File: src/rtl/cmu_pkg.sv
// Constants for the configuration memory update command handler.
package cmu_pkg;
   // Command codes in byte four
   localparam logic [7:0] CMD_DISCOVERY = 8'h02;
   localparam logic [7:0] CMD_SET_ADDR = 8'h03;
   localparam logic [7:0] CMD_ERASE = 8'h04;
   localparam logic [7:0] CMD_PROGRAM = 8'h05;
   localparam logic [7:0] CMD_NONE = 8'hFF;
   // Byte offsets within the datagram
   localparam int IDX_W = 9;
   localparam logic [IDX_W-1:0] IDX_SEQ_LAST = 9'h003;
   localparam logic [IDX_W-1:0] IDX_CMD = 9'h004;
   localparam logic [IDX_W-1:0] IDX_ARG_FIRST = 9'h005;
   localparam logic [IDX_W-1:0] IDX_COUNT_LAST = 9'h008;
   localparam logic [IDX_W-1:0] IDX_DATA_FIRST = 9'h009;
   localparam logic [IDX_W-1:0] IDX_DATA_LAST = 9'h108;
   localparam logic [IDX_W-1:0] IDX_ADDR_LAST = 9'h00E;
   localparam logic [IDX_W-1:0] IDX_MAX = 9'h1FF;
   // Block size in bytes
   localparam int BLOCK_BYTES = 256;
   // Reply kinds
   localparam logic [1:0] RPL_DISCOVERY = 2'h0;
   localparam logic [1:0] RPL_ERASE_ACK = 2'h1;
   localparam logic [1:0] RPL_ERASE_DONE = 2'h2;
   localparam logic [1:0] RPL_PROG_NEXT = 2'h3;
   // Reset values
   localparam logic [31:0] SEQ_RESET = 32'h0000_0000;
   localparam logic [31:0] NET_ADDR_DHCP = 32'h0000_0000;
   // Buffering
   localparam int FIFO_DEPTH = 16;
   localparam int FIFO_WIDTH = 8;
endpackage : cmu_pkg

File: src/rtl/cmu_fifo_if.sv
// Carrier between the command handler and its data FIFO.
`timescale 1ns/1ps
`default_nettype none
interface cmu_fifo_if #(
   parameter int W = 8,
   parameter int LW = 5
);
   logic in_valid;
   logic in_ready;
   logic [W-1:0] in_data;
   logic out_valid;
   logic out_ready;
   logic [W-1:0] out_data;
   logic [LW-1:0] level;
   modport fifo_side (input in_valid, input in_data, input out_ready,
                      output in_ready, output out_valid, output out_data, output level);
   modport user_side (output in_valid, output in_data, output out_ready,
                      input in_ready, input out_valid, input out_data, input level);
endinterface : cmu_fifo_if
`default_nettype wire

File: src/rtl/cmu_fifo.sv
// Synchronous FIFO buffering program data toward the memory writer.
`timescale 1ns/1ps
`default_nettype none
module cmu_fifo #(
   parameter int WIDTH = 8,
   parameter int DEPTH = 16
) (
   // Clock and reset
   input wire logic clk_i,
   input wire logic rst_n_i,
   // Both sides
   cmu_fifo_if.fifo_side f
);
   localparam int AW = $clog2(DEPTH);
   localparam logic [AW:0] DEPTH_L = (AW+1)'(DEPTH);

   logic [WIDTH-1:0] mem [0:DEPTH-1];
   logic [AW-1:0] wr_ptr_reg, wr_ptr_next;
   logic [AW-1:0] rd_ptr_reg, rd_ptr_next;
   logic [AW:0] count_reg, count_next;
   logic do_wr, do_rd;

   assign f.in_ready = (count_reg != DEPTH_L);
   assign f.out_valid = (count_reg != '0);
   assign f.out_data = mem[rd_ptr_reg];
   assign f.level = count_reg;

   always_comb begin
      do_wr = f.in_valid && f.in_ready;
      do_rd = f.out_valid && f.out_ready;
      wr_ptr_next = do_wr ? AW'(wr_ptr_reg + 1'b1) : wr_ptr_reg;
      rd_ptr_next = do_rd ? AW'(rd_ptr_reg + 1'b1) : rd_ptr_reg;
      count_next = count_reg;
      if (do_wr && !do_rd) begin
         count_next = (AW+1)'(count_reg + 1'b1);
      end else if (do_rd && !do_wr) begin
         count_next = (AW+1)'(count_reg - 1'b1);
      end
   end

   always_ff @(posedge clk_i or negedge rst_n_i) begin
      if (!rst_n_i) begin
         wr_ptr_reg <= '0;
         rd_ptr_reg <= '0;
         count_reg <= '0;
      end else begin
         wr_ptr_reg <= wr_ptr_next;
         rd_ptr_reg <= rd_ptr_next;
         count_reg <= count_next;
      end
   end

   // Storage needs no reset
   always_ff @(posedge clk_i) begin
      if (do_wr) begin
         mem[wr_ptr_reg] <= f.in_data;
      end
   end
endmodule : cmu_fifo
`default_nettype wire

File: src/rtl/cmu_cmd_top.sv
// Control-port command handler: erase, program and set-address of configuration memory.
//
// Overview of operation
// Command 0x04 in byte four erases the configuration memory.
// Erase gets a receipt reply, then a completion reply.
// Host times out an erase after about fifteen seconds and retries.
// Host sends erase and program unicast to the device address, control port.
// Host puts a zero sequence number in erase and set-address packets.
// Program is code 0x05, block count, then 256 data bytes ending at 264.
// Bytes five to eight carry the big-endian total block count.
// Each program packet gets a reply requesting the next block.
// Program sequence number starts at zero, increments, wraps at maximum.
// The control decoder keeps its own expected sequence counter.
// Sequence restarts at zero for every programming sequence.
// Host aborts programming when the echoed sequence differs.
// Host restart runs a full erase then a full program.
// Set-address is code 0x03, broadcast to all-ones on the control port.
// Set-address acts only when bytes five to ten match own hardware address.
// Matching set-address stores bytes eleven to fourteen into memory.
// A stored all-zero address selects dynamic addressing.
// Committed new address is reported in later discovery replies.
// Host discovers and records the hardware address before re-addressing.
// Discovery is code 0x02; its reply carries the current address.
// Blocks go to consecutive memory from base; excess blocks are ignored.
// Unknown command codes are dropped without any reply.
`timescale 1ns/1ps
`default_nettype none
module cmu_cmd_top #(
   parameter int NVM_AW = 24,
   parameter int FIFO_DEPTH = cmu_pkg::FIFO_DEPTH
) (
   // Clock and reset
   input wire logic CORE_CLK_I,
   input wire logic RESETN_I,
   // Control-port datagram bytes
   input wire logic RX_VALID_I,
   input wire logic [7:0] RX_DATA_I,
   input wire logic RX_LAST_I,
   output logic RX_READY_O,
   // Reply requests
   output logic TX_VALID_O,
   output logic [1:0] TX_KIND_O,
   output logic [31:0] TX_SEQ_O,
   output logic [31:0] TX_NET_ADDR_O,
   input wire logic TX_READY_I,
   // Identity
   input wire logic [47:0] HW_ADDR_I,
   input wire logic [31:0] NET_ADDR_INIT_I,
   // Configuration memory
   output logic NVM_ERASE_O,
   output logic NVM_ADDR_WR_O,
   output logic [31:0] NVM_NET_ADDR_O,
   output logic NVM_WR_VALID_O,
   output logic [NVM_AW-1:0] NVM_WR_ADDR_O,
   output logic [7:0] NVM_WR_DATA_O,
   input wire logic NVM_WR_READY_I,
   input wire logic NVM_DONE_I,
   // Status
   output logic [31:0] NET_ADDR_O,
   output logic DHCP_EN_O,
   output logic SEQ_ERR_O
);
   localparam int LW = $clog2(FIFO_DEPTH) + 1;
   // Two slots of slack cover the registered ready
   localparam logic [LW-1:0] FILL_LIMIT = LW'(FIFO_DEPTH - 2);
   typedef enum {S_RX, S_DRAIN, S_ERASE_ACK, S_ERASE_WAIT, S_ADDR_WAIT, S_REPLY} cmu_state_t;
   cmu_fifo_if #(.W(cmu_pkg::FIFO_WIDTH), .LW(LW)) fifo_bus ();
   cmu_fifo #(
      .WIDTH(cmu_pkg::FIFO_WIDTH),
      .DEPTH(FIFO_DEPTH)
   ) u_fifo (
      .clk_i(CORE_CLK_I),
      .rst_n_i(RESETN_I),
      .f(fifo_bus.fifo_side)
   );
   cmu_state_t state_reg, state_next;
   logic [cmu_pkg::IDX_W-1:0] idx_reg, idx_next;
   logic [7:0] cmd_reg, cmd_next, wr_data_reg, wr_data_next;
   logic [31:0] seq_reg, seq_next, exp_seq_reg, exp_seq_next, blocks_reg, blocks_next;
   logic [31:0] tx_seq_reg, tx_seq_next, nvm_net_reg, nvm_net_next, net_addr_reg, net_addr_next;
   logic [79:0] arg_reg, arg_next;
   logic take_reg, take_next, restart_reg, restart_next, rx_ready_reg, rx_ready_next;
   logic tx_valid_reg, tx_valid_next, erase_reg, erase_next, addr_wr_reg, addr_wr_next;
   logic loaded_reg, loaded_next, seq_err_reg, seq_err_next, dhcp_reg, dhcp_next, wr_valid_reg, wr_valid_next;
   logic [1:0] tx_kind_reg, tx_kind_next;
   logic acc, acc_last, push, pop;
   logic [NVM_AW-1:0] wr_addr_reg, wr_addr_next, base_reg, base_next;
   assign acc = (state_reg == S_RX) && RX_VALID_I && rx_ready_reg;
   assign acc_last = acc && RX_LAST_I;
   // Data bytes of a program
   // Excess blocks ignored
   assign push = acc && (cmd_reg == cmu_pkg::CMD_PROGRAM) && take_reg &&
                 (idx_reg >= cmu_pkg::IDX_DATA_FIRST) && (idx_reg <= cmu_pkg::IDX_DATA_LAST);
   assign fifo_bus.in_valid = push;
   assign fifo_bus.in_data = RX_DATA_I;
   always_comb begin
      state_next = state_reg;
      idx_next = idx_reg;
      cmd_next = cmd_reg;
      seq_next = seq_reg;
      arg_next = arg_reg;
      exp_seq_next = exp_seq_reg;
      blocks_next = blocks_reg;
      take_next = take_reg;
      restart_next = 1'b0;
      tx_valid_next = tx_valid_reg;
      tx_kind_next = tx_kind_reg;
      tx_seq_next = tx_seq_reg;
      erase_next = 1'b0;
      addr_wr_next = 1'b0;
      nvm_net_next = nvm_net_reg;
      net_addr_next = net_addr_reg;
      loaded_next = 1'b1;
      seq_err_next = seq_err_reg;
      if (!loaded_reg) begin
         net_addr_next = NET_ADDR_INIT_I;
      end
      if (acc) begin
         idx_next = (idx_reg == cmu_pkg::IDX_MAX) ? idx_reg : cmu_pkg::IDX_W'(idx_reg + 1'b1);
         if (idx_reg == '0) begin
            cmd_next = cmu_pkg::CMD_NONE;
            take_next = 1'b0;
         end
         if (idx_reg <= cmu_pkg::IDX_SEQ_LAST) begin
            seq_next = {seq_reg[23:0], RX_DATA_I};
         end
         if (idx_reg == cmu_pkg::IDX_CMD) begin
            cmd_next = RX_DATA_I;
            if (RX_DATA_I == cmu_pkg::CMD_PROGRAM) begin
               // Zero starts a sequence
               if (seq_reg == cmu_pkg::SEQ_RESET) begin
                  blocks_next = '0;
                  restart_next = 1'b1;
                  seq_err_next = 1'b0;
               // Missing packet detect
               end else if (seq_reg != exp_seq_reg) begin
                  seq_err_next = 1'b1;
               end
               // Wraps naturally
               exp_seq_next = seq_reg + 32'h0000_0001;
            end
         end
         // Count, then address fields
         if ((idx_reg >= cmu_pkg::IDX_ARG_FIRST) && (idx_reg <= cmu_pkg::IDX_ADDR_LAST) &&
             !((cmd_reg == cmu_pkg::CMD_PROGRAM) && (idx_reg > cmu_pkg::IDX_COUNT_LAST))) begin
            arg_next = {arg_reg[71:0], RX_DATA_I};
         end
         if ((cmd_reg == cmu_pkg::CMD_PROGRAM) && (idx_reg == cmu_pkg::IDX_COUNT_LAST)) begin
            take_next = (blocks_reg < {arg_reg[23:0], RX_DATA_I});
         end
      end
      case (state_reg)
         S_RX: begin
            if (acc_last) begin
               idx_next = '0;
               tx_seq_next = seq_reg;
               case (cmd_next)
                  cmu_pkg::CMD_DISCOVERY: begin
                     // Reply with current address
                     tx_kind_next = cmu_pkg::RPL_DISCOVERY;
                     tx_valid_next = 1'b1;
                     state_next = S_REPLY;
                  end
                  cmu_pkg::CMD_ERASE: begin
                     // Receipt reply first
                     tx_kind_next = cmu_pkg::RPL_ERASE_ACK;
                     tx_valid_next = 1'b1;
                     exp_seq_next = cmu_pkg::SEQ_RESET;
                     blocks_next = '0;
                     restart_next = 1'b1;
                     seq_err_next = 1'b0;
                     state_next = S_ERASE_ACK;
                  end
                  cmu_pkg::CMD_PROGRAM: begin
                     if (take_next) begin
                        blocks_next = blocks_reg + 32'h0000_0001;
                     end
                     state_next = S_DRAIN;
                  end
                  // Set-address code
                  cmu_pkg::CMD_SET_ADDR: begin
                     // Hardware address match
                     if (arg_next[79:32] == HW_ADDR_I) begin
                        // Commit new address
                        nvm_net_next = arg_next[31:0];
                        addr_wr_next = 1'b1;
                        state_next = S_ADDR_WAIT;
                     end
                  end
                  // Unknown codes dropped
                  default: begin
                     state_next = S_RX;
                  end
               endcase
            end
         end
         S_DRAIN: begin
            // Request next block once written
            if (!fifo_bus.out_valid && !wr_valid_reg) begin
               tx_kind_next = cmu_pkg::RPL_PROG_NEXT;
               tx_valid_next = 1'b1;
               state_next = S_REPLY;
            end
         end
         S_ERASE_ACK: begin
            if (TX_READY_I) begin
               tx_valid_next = 1'b0;
               // Start the erase
               erase_next = 1'b1;
               state_next = S_ERASE_WAIT;
            end
         end
         S_ERASE_WAIT: begin
            // Completion reply
            if (NVM_DONE_I) begin
               tx_kind_next = cmu_pkg::RPL_ERASE_DONE;
               tx_valid_next = 1'b1;
               state_next = S_REPLY;
            end
         end
         S_ADDR_WAIT: begin
            // Report only once committed
            if (NVM_DONE_I) begin
               net_addr_next = nvm_net_reg;
               state_next = S_RX;
            end
         end
         S_REPLY: begin
            if (TX_READY_I) begin
               tx_valid_next = 1'b0;
               state_next = S_RX;
            end
         end
         default: begin
            state_next = S_RX;
         end
      endcase
      // Back-pressure keeps the FIFO from overflowing
      rx_ready_next = (state_next == S_RX) && (fifo_bus.level < FILL_LIMIT);
      // Zero address means dynamic
      dhcp_next = loaded_next && (net_addr_next == cmu_pkg::NET_ADDR_DHCP);
   end
   always_ff @(posedge CORE_CLK_I or negedge RESETN_I) begin
      if (!RESETN_I) begin
         state_reg <= S_RX;
         idx_reg <= '0;
         cmd_reg <= cmu_pkg::CMD_NONE;
         seq_reg <= cmu_pkg::SEQ_RESET;
         arg_reg <= '0;
         exp_seq_reg <= cmu_pkg::SEQ_RESET;
         blocks_reg <= '0;
         take_reg <= 1'b0;
         restart_reg <= 1'b0;
         rx_ready_reg <= 1'b0;
         tx_valid_reg <= 1'b0;
         tx_kind_reg <= cmu_pkg::RPL_DISCOVERY;
         tx_seq_reg <= cmu_pkg::SEQ_RESET;
         erase_reg <= 1'b0;
         addr_wr_reg <= 1'b0;
         nvm_net_reg <= cmu_pkg::NET_ADDR_DHCP;
         net_addr_reg <= cmu_pkg::NET_ADDR_DHCP;
         loaded_reg <= 1'b0;
         seq_err_reg <= 1'b0;
         dhcp_reg <= 1'b0;
      end else begin
         state_reg <= state_next;
         idx_reg <= idx_next;
         cmd_reg <= cmd_next;
         seq_reg <= seq_next;
         arg_reg <= arg_next;
         exp_seq_reg <= exp_seq_next;
         blocks_reg <= blocks_next;
         take_reg <= take_next;
         restart_reg <= restart_next;
         rx_ready_reg <= rx_ready_next;
         tx_valid_reg <= tx_valid_next;
         tx_kind_reg <= tx_kind_next;
         tx_seq_reg <= tx_seq_next;
         erase_reg <= erase_next;
         addr_wr_reg <= addr_wr_next;
         nvm_net_reg <= nvm_net_next;
         net_addr_reg <= net_addr_next;
         loaded_reg <= loaded_next;
         seq_err_reg <= seq_err_next;
         dhcp_reg <= dhcp_next;
      end
   end
   // Writer drains the FIFO at the memory's own pace
   always_comb begin
      pop = fifo_bus.out_valid && (!wr_valid_reg || NVM_WR_READY_I);
      wr_valid_next = wr_valid_reg;
      wr_data_next = wr_data_reg;
      wr_addr_next = wr_addr_reg;
      base_next = base_reg;
      // Restart from memory base
      if (restart_reg) begin
         base_next = '0;
      end
      if (pop) begin
         wr_valid_next = 1'b1;
         wr_data_next = fifo_bus.out_data;
         // Consecutive locations
         wr_addr_next = base_next;
         base_next = NVM_AW'(base_next + 1'b1);
      end else if (NVM_WR_READY_I) begin
         wr_valid_next = 1'b0;
      end
   end
   assign fifo_bus.out_ready = pop;
   always_ff @(posedge CORE_CLK_I or negedge RESETN_I) begin
      if (!RESETN_I) begin
         wr_valid_reg <= 1'b0;
         wr_data_reg <= 8'h00;
         wr_addr_reg <= '0;
         base_reg <= '0;
      end else begin
         wr_valid_reg <= wr_valid_next;
         wr_data_reg <= wr_data_next;
         wr_addr_reg <= wr_addr_next;
         base_reg <= base_next;
      end
   end
   assign RX_READY_O = rx_ready_reg;
   assign TX_VALID_O = tx_valid_reg;
   assign TX_KIND_O = tx_kind_reg;
   assign TX_SEQ_O = tx_seq_reg;
   assign TX_NET_ADDR_O = net_addr_reg;
   assign NVM_ERASE_O = erase_reg;
   assign NVM_ADDR_WR_O = addr_wr_reg;
   assign NVM_NET_ADDR_O = nvm_net_reg;
   assign NVM_WR_VALID_O = wr_valid_reg;
   assign NVM_WR_ADDR_O = wr_addr_reg;
   assign NVM_WR_DATA_O = wr_data_reg;
   assign NET_ADDR_O = net_addr_reg;
   assign SEQ_ERR_O = seq_err_reg;
   assign DHCP_EN_O = dhcp_reg;
endmodule : cmu_cmd_top
`default_nettype wire

File: config.mk
export PLATFORM = sky130hd
export DESIGN_NAME = cmu_cmd_top
export DESIGN_NICKNAME = d
export VERILOG_FILES = /design/src/rtl/cmu_pkg.sv /design/src/rtl/cmu_fifo_if.sv /design/src/rtl/cmu_fifo.sv /design/src/rtl/cmu_cmd_top.sv
export SDC_FILE = /design/constraint.sdc
export NUM_CORES = 1
export LEC_CHECK = 0
export BUFFER_PORTS_ARGS = -buffer_cell sky130_fd_sc_hd__buf_2
export CAP_MARGIN = 10
export CORE_ASPECT_RATIO = 0.8
export CORE_MARGIN = 5
export CORE_UTILIZATION = 40
export DETAILED_ROUTE_END_ITERATION = 12
export PLACE_DENSITY = 0.69
export SYNTH_ARGS = -nofsm -noshare
export SYNTH_HDL_FRONTEND = slang
export SYNTH_HIERARCHICAL = 1
export SYNTH_SLANG_ARGS = --single-unit
File: constraint.sdc
create_clock -name CORE_CLK_I -period 6.2 [get_ports CORE_CLK_I]
set_clock_uncertainty 0.15 [all_clocks]
set_input_delay 0.93 -clock CORE_CLK_I [delete_from_list [all_inputs] [get_ports CORE_CLK_I]]
set_output_delay 0.93 -clock CORE_CLK_I [all_outputs]
set_load 0.005 [all_outputs]
==> reports/metrics.yaml <==
setup_path:
  worst-setup-path-type: "flop to flop"
  cp_max_fo: 33
  worst_case_register_to_register_setup_slack_ps: 1520
  cp.arrival_ps: 4960
  critical_path_rt_ps: 6480
  critPathCaptureType: "flop"
  setup.worst_path.start_class: "flop"
flow_run:
  max_cap_viol_count: 0
synthesis:
  number_of_instances_in_the_synthesized_netlist: 2364
  synth.cell_area_mm2: 0.0253
  synth_enable_flop_cells: 128
  synth_ff_type: "sky130_fd_sc_hd__dfrtp_1"
  asyncSetResetFlopFracSynth: 0.758
  yosysWarnings: 6
  synth-seq-area-share: 0.549
  ys_types: 82
  number_of_synthesized_register_bits: 530
  avgSynthCellArea_um2: 10.7
timing:
  final-max-slew-violation-count: 0
  fin_tns_setup_ps: 0
  period_needed_ps: 4680
  setup_viol: 0
  report.final.hold_viol_count: 0
  post-route-period-util: 0.754
  worst_slew_pin_tran_ps: 1180
  slew-limit-headroom: 0.205
  rsz0062_at_grt: "false"
  achievable-frequency_mhz: 214
clocking:
  tritoncts.num_buffers: 55
  ctsHtreeMaxLevel: 2
  cts_resized: 0
  cts_setup_buffers: 0
  clk_transition_reported_paths_ps: 60
  tritoncts_num_sinks: 530
  clk-insertion-delay-late_ps: 610
  clk_root_buffer_cell: "sky130_fd_sc_hd__clkbuf_16"
  cts-hold-fix-buffers: 0
  tritoncts_clock_tree: "done"
  clock_path_buffers: 3
grt:
  number_of_global_route_vias_before_repair: 18300
  first_pass_grt_wire_length_mm: 106
  grt_antenna_before_repair: 4
  grt_usage: 0.191
  total_congestion_overflow: 0
  grt_max_degree: 159
detailed_routing:
  via_per_inst: 5.35
  route.detailed.drc: 0
  ant_nets: 0
  vias_post_dr: 18500
  first_iter_violations: 1724
  drt_wl_total_mm: 67.3
  avgRoutedWirePerCell_um: 19.5
  dr.pass1.iters: 5
placement:
  place.port_buffers: 263
  place_hpwl_mm: 47.7
  routabilityCongestion: 0.973
floorplan:
  io_pins: 264
  design.core.area_mm2: 0.0627
  die_h_um: 235
  row_count: 82
  dieArea_mm2: 0.0685
  die_width_um: 291
  floorplan.initialDensity: 0.404
cells_and_area:
  final_net_count: 2715
  flow.area_growth_from_synthesis_pct: 14.6
  number_of_flip_flops_under_the_largest_register_name: 128
  final_layout_size_suffix_gt1_frac: 0.189
power_and_ir_drop:
  peakVddDrop_uv: 203
  static-leakage-power_nw: 13.4
  power_density_mw_per_mm2: 251
  power.total_mw: 7.30
min_path:
  min-delay-path-class: "primary input to asynchronous set/reset pin"
status:
  run_status: "complete, no violations"
[power breakdown]
part	switching [mW]	internal (mW)
logic	0.165	0.0897
clock network	1.39	2.01
registers	0.0312	3.61
[metal layers]
layer | vias up | track usage | wire length [µm]
met2 | 656 | 0.292 | 30400
met3 | 104 | 0.0404 | 5460
li1 | 8604 | - | -
met1 | 9142 | 0.281 | 30100
met5 | - | 0 | 37
met4 | 6 | 0.0447 | 1290
[cell type report]
| type | count | area (µm²) |
|---|---|---|
| flip-flops and latches | 530 | 13900 |
| clock inverters | 25 | 287 |
| clock buffers | 76 | 1600 |
| multi-input cells | 1626 | 10400 |
| diodes | 2 | 5.00 |
| fillers | 5692 | 33600 |
| repair buffers | 281 | 1490 |
| well taps | 840 | 1050 |
| inverters | 77 | 290 |
[cell usage in the layout (no fill, tap or decap), types with 9 or more instances in the layout]
cell type / instances
sky130_fd_sc_hd__a2111oi_0: 10
sky130_fd_sc_hd__a211oi_1: 29
sky130_fd_sc_hd__a21o_1: 13
sky130_fd_sc_hd__a21oi_1: 89
sky130_fd_sc_hd__a221oi_1: 11
sky130_fd_sc_hd__a22oi_1: 11
sky130_fd_sc_hd__a31oi_1: 24
sky130_fd_sc_hd__and3_1: 26
sky130_fd_sc_hd__buf_2: 262
sky130_fd_sc_hd__buf_4: 15
sky130_fd_sc_hd__clkbuf_1: 9
sky130_fd_sc_hd__clkbuf_16: 57
sky130_fd_sc_hd__clkbuf_8: 10
sky130_fd_sc_hd__conb_1: 30
sky130_fd_sc_hd__dfrtp_1: 392
sky130_fd_sc_hd__edfxtp_1: 128
sky130_fd_sc_hd__ha_1: 48
sky130_fd_sc_hd__inv_1: 74
sky130_fd_sc_hd__mux2_2: 72
sky130_fd_sc_hd__mux2i_1: 67
sky130_fd_sc_hd__mux4_2: 16
sky130_fd_sc_hd__nand2_1: 417
sky130_fd_sc_hd__nand2b_1: 21
sky130_fd_sc_hd__nand3_1: 52
sky130_fd_sc_hd__nand3b_1: 17
sky130_fd_sc_hd__nand4_1: 45
sky130_fd_sc_hd__nor2_1: 149
sky130_fd_sc_hd__nor2b_1: 32
sky130_fd_sc_hd__nor3_1: 25
sky130_fd_sc_hd__nor4_1: 44
sky130_fd_sc_hd__o21ai_0: 111
sky130_fd_sc_hd__xnor2_1: 76
sky130_fd_sc_hd__xor2_1: 100
[synthesized netlist by cell type (16+ instances only)]
cell	count	area, µm²
sky130_fd_sc_hd__mux2i_1	67	671
sky130_fd_sc_hd__dfrtp_1	394	9860
sky130_fd_sc_hd__nand2_1	417	1570
sky130_fd_sc_hd__nand2b_1	21	131
sky130_fd_sc_hd__nor4_1	44	275
sky130_fd_sc_hd__nor2_1	151	567
sky130_fd_sc_hd__edfxtp_1	128	3840
sky130_fd_sc_hd__nand3_1	52	260
sky130_fd_sc_hd__a21oi_1	89	445
sky130_fd_sc_hd__ha_1	48	601
sky130_fd_sc_hd__inv_1	74	278
sky130_fd_sc_hd__nor3_1	25	125
sky130_fd_sc_hd__buf_4	37	278
sky130_fd_sc_hd__nand4_1	45	282
sky130_fd_sc_hd__nor2b_1	32	200
sky130_fd_sc_hd__xor2_1	100	876
sky130_fd_sc_hd__xnor2_1	76	666
sky130_fd_sc_hd__nand3b_1	17	128
sky130_fd_sc_hd__clkbuf_1	91	342
sky130_fd_sc_hd__mux4_2	16	360
sky130_fd_sc_hd__a31oi_1	24	150
sky130_fd_sc_hd__a211oi_1	29	218
sky130_fd_sc_hd__o21ai_0	111	556
sky130_fd_sc_hd__and3_1	26	163
sky130_fd_sc_hd__mux2_2	72	811
[worst max-delay path, stage by stage, from the launching register on]
cell and delay [ps]:
sky130_fd_sc_hd__dfrtp_1 450, sky130_fd_sc_hd__or4_4 570, sky130_fd_sc_hd__or4b_4 550, sky130_fd_sc_hd__nor4_4 670, sky130_fd_sc_hd__mux2i_1 760, sky130_fd_sc_hd__clkinv_2 320
sky130_fd_sc_hd__nor2_2 460, sky130_fd_sc_hd__buf_4 450, sky130_fd_sc_hd__a211oi_1 100
[per-stage QoR]
stage | hold WS (ps) | area, µm² | util | setup slack (ps) | std cells
after global routing | 301 | 29000 | 0.463 | 1260 | 3455
after CTS | 258 | 29000 | 0.463 | 1240 | 3453
final | 247 | 29000 | 0.463 | 1520 | 3457
after floorplan | 311 | 25400 | - | 2000 | 2392
after detailed placement | 301 | 27100 | 0.433 | 1140 | 3352
after global placement | 294 | 27100 | 0.433 | 1330 | 3352
[kinds of logic after synthesis]
logic type | after synthesis | share of synthesized area
buf+inv | 236 | 0.0456
mux | 158 | 0.0745
simple gates | 871 | 0.160
flops | 530 | 0.549
compound gates | 342 | 0.0853
xor+xnor | 176 | 0.0608
other cells | 2 | 0.000296
fa+ha+maj | 49 | 0.0245
[final timing paths]
| kind | startpoint | to | depth (start not counted) |
|---|---|---|---|
| max reg2reg | idx_reg[4] | exp_seq_reg[20] | 8 |
| max in group asynchronous | RESETN_I | loaded_reg | 2 |
| max | idx_reg[4] | exp_seq_reg[20] | 8 |
| min in group CORE_CLK_I | NVM_WR_ADDR_O[8] | NVM_WR_ADDR_O[8] | 2 |
| min | RESETN_I | TX_SEQ_O[9] | 1 |
| min reg2reg | NVM_WR_ADDR_O[8] | NVM_WR_ADDR_O[8] | 2 |
No activity file was read; power rests on OpenSTA's default activity.
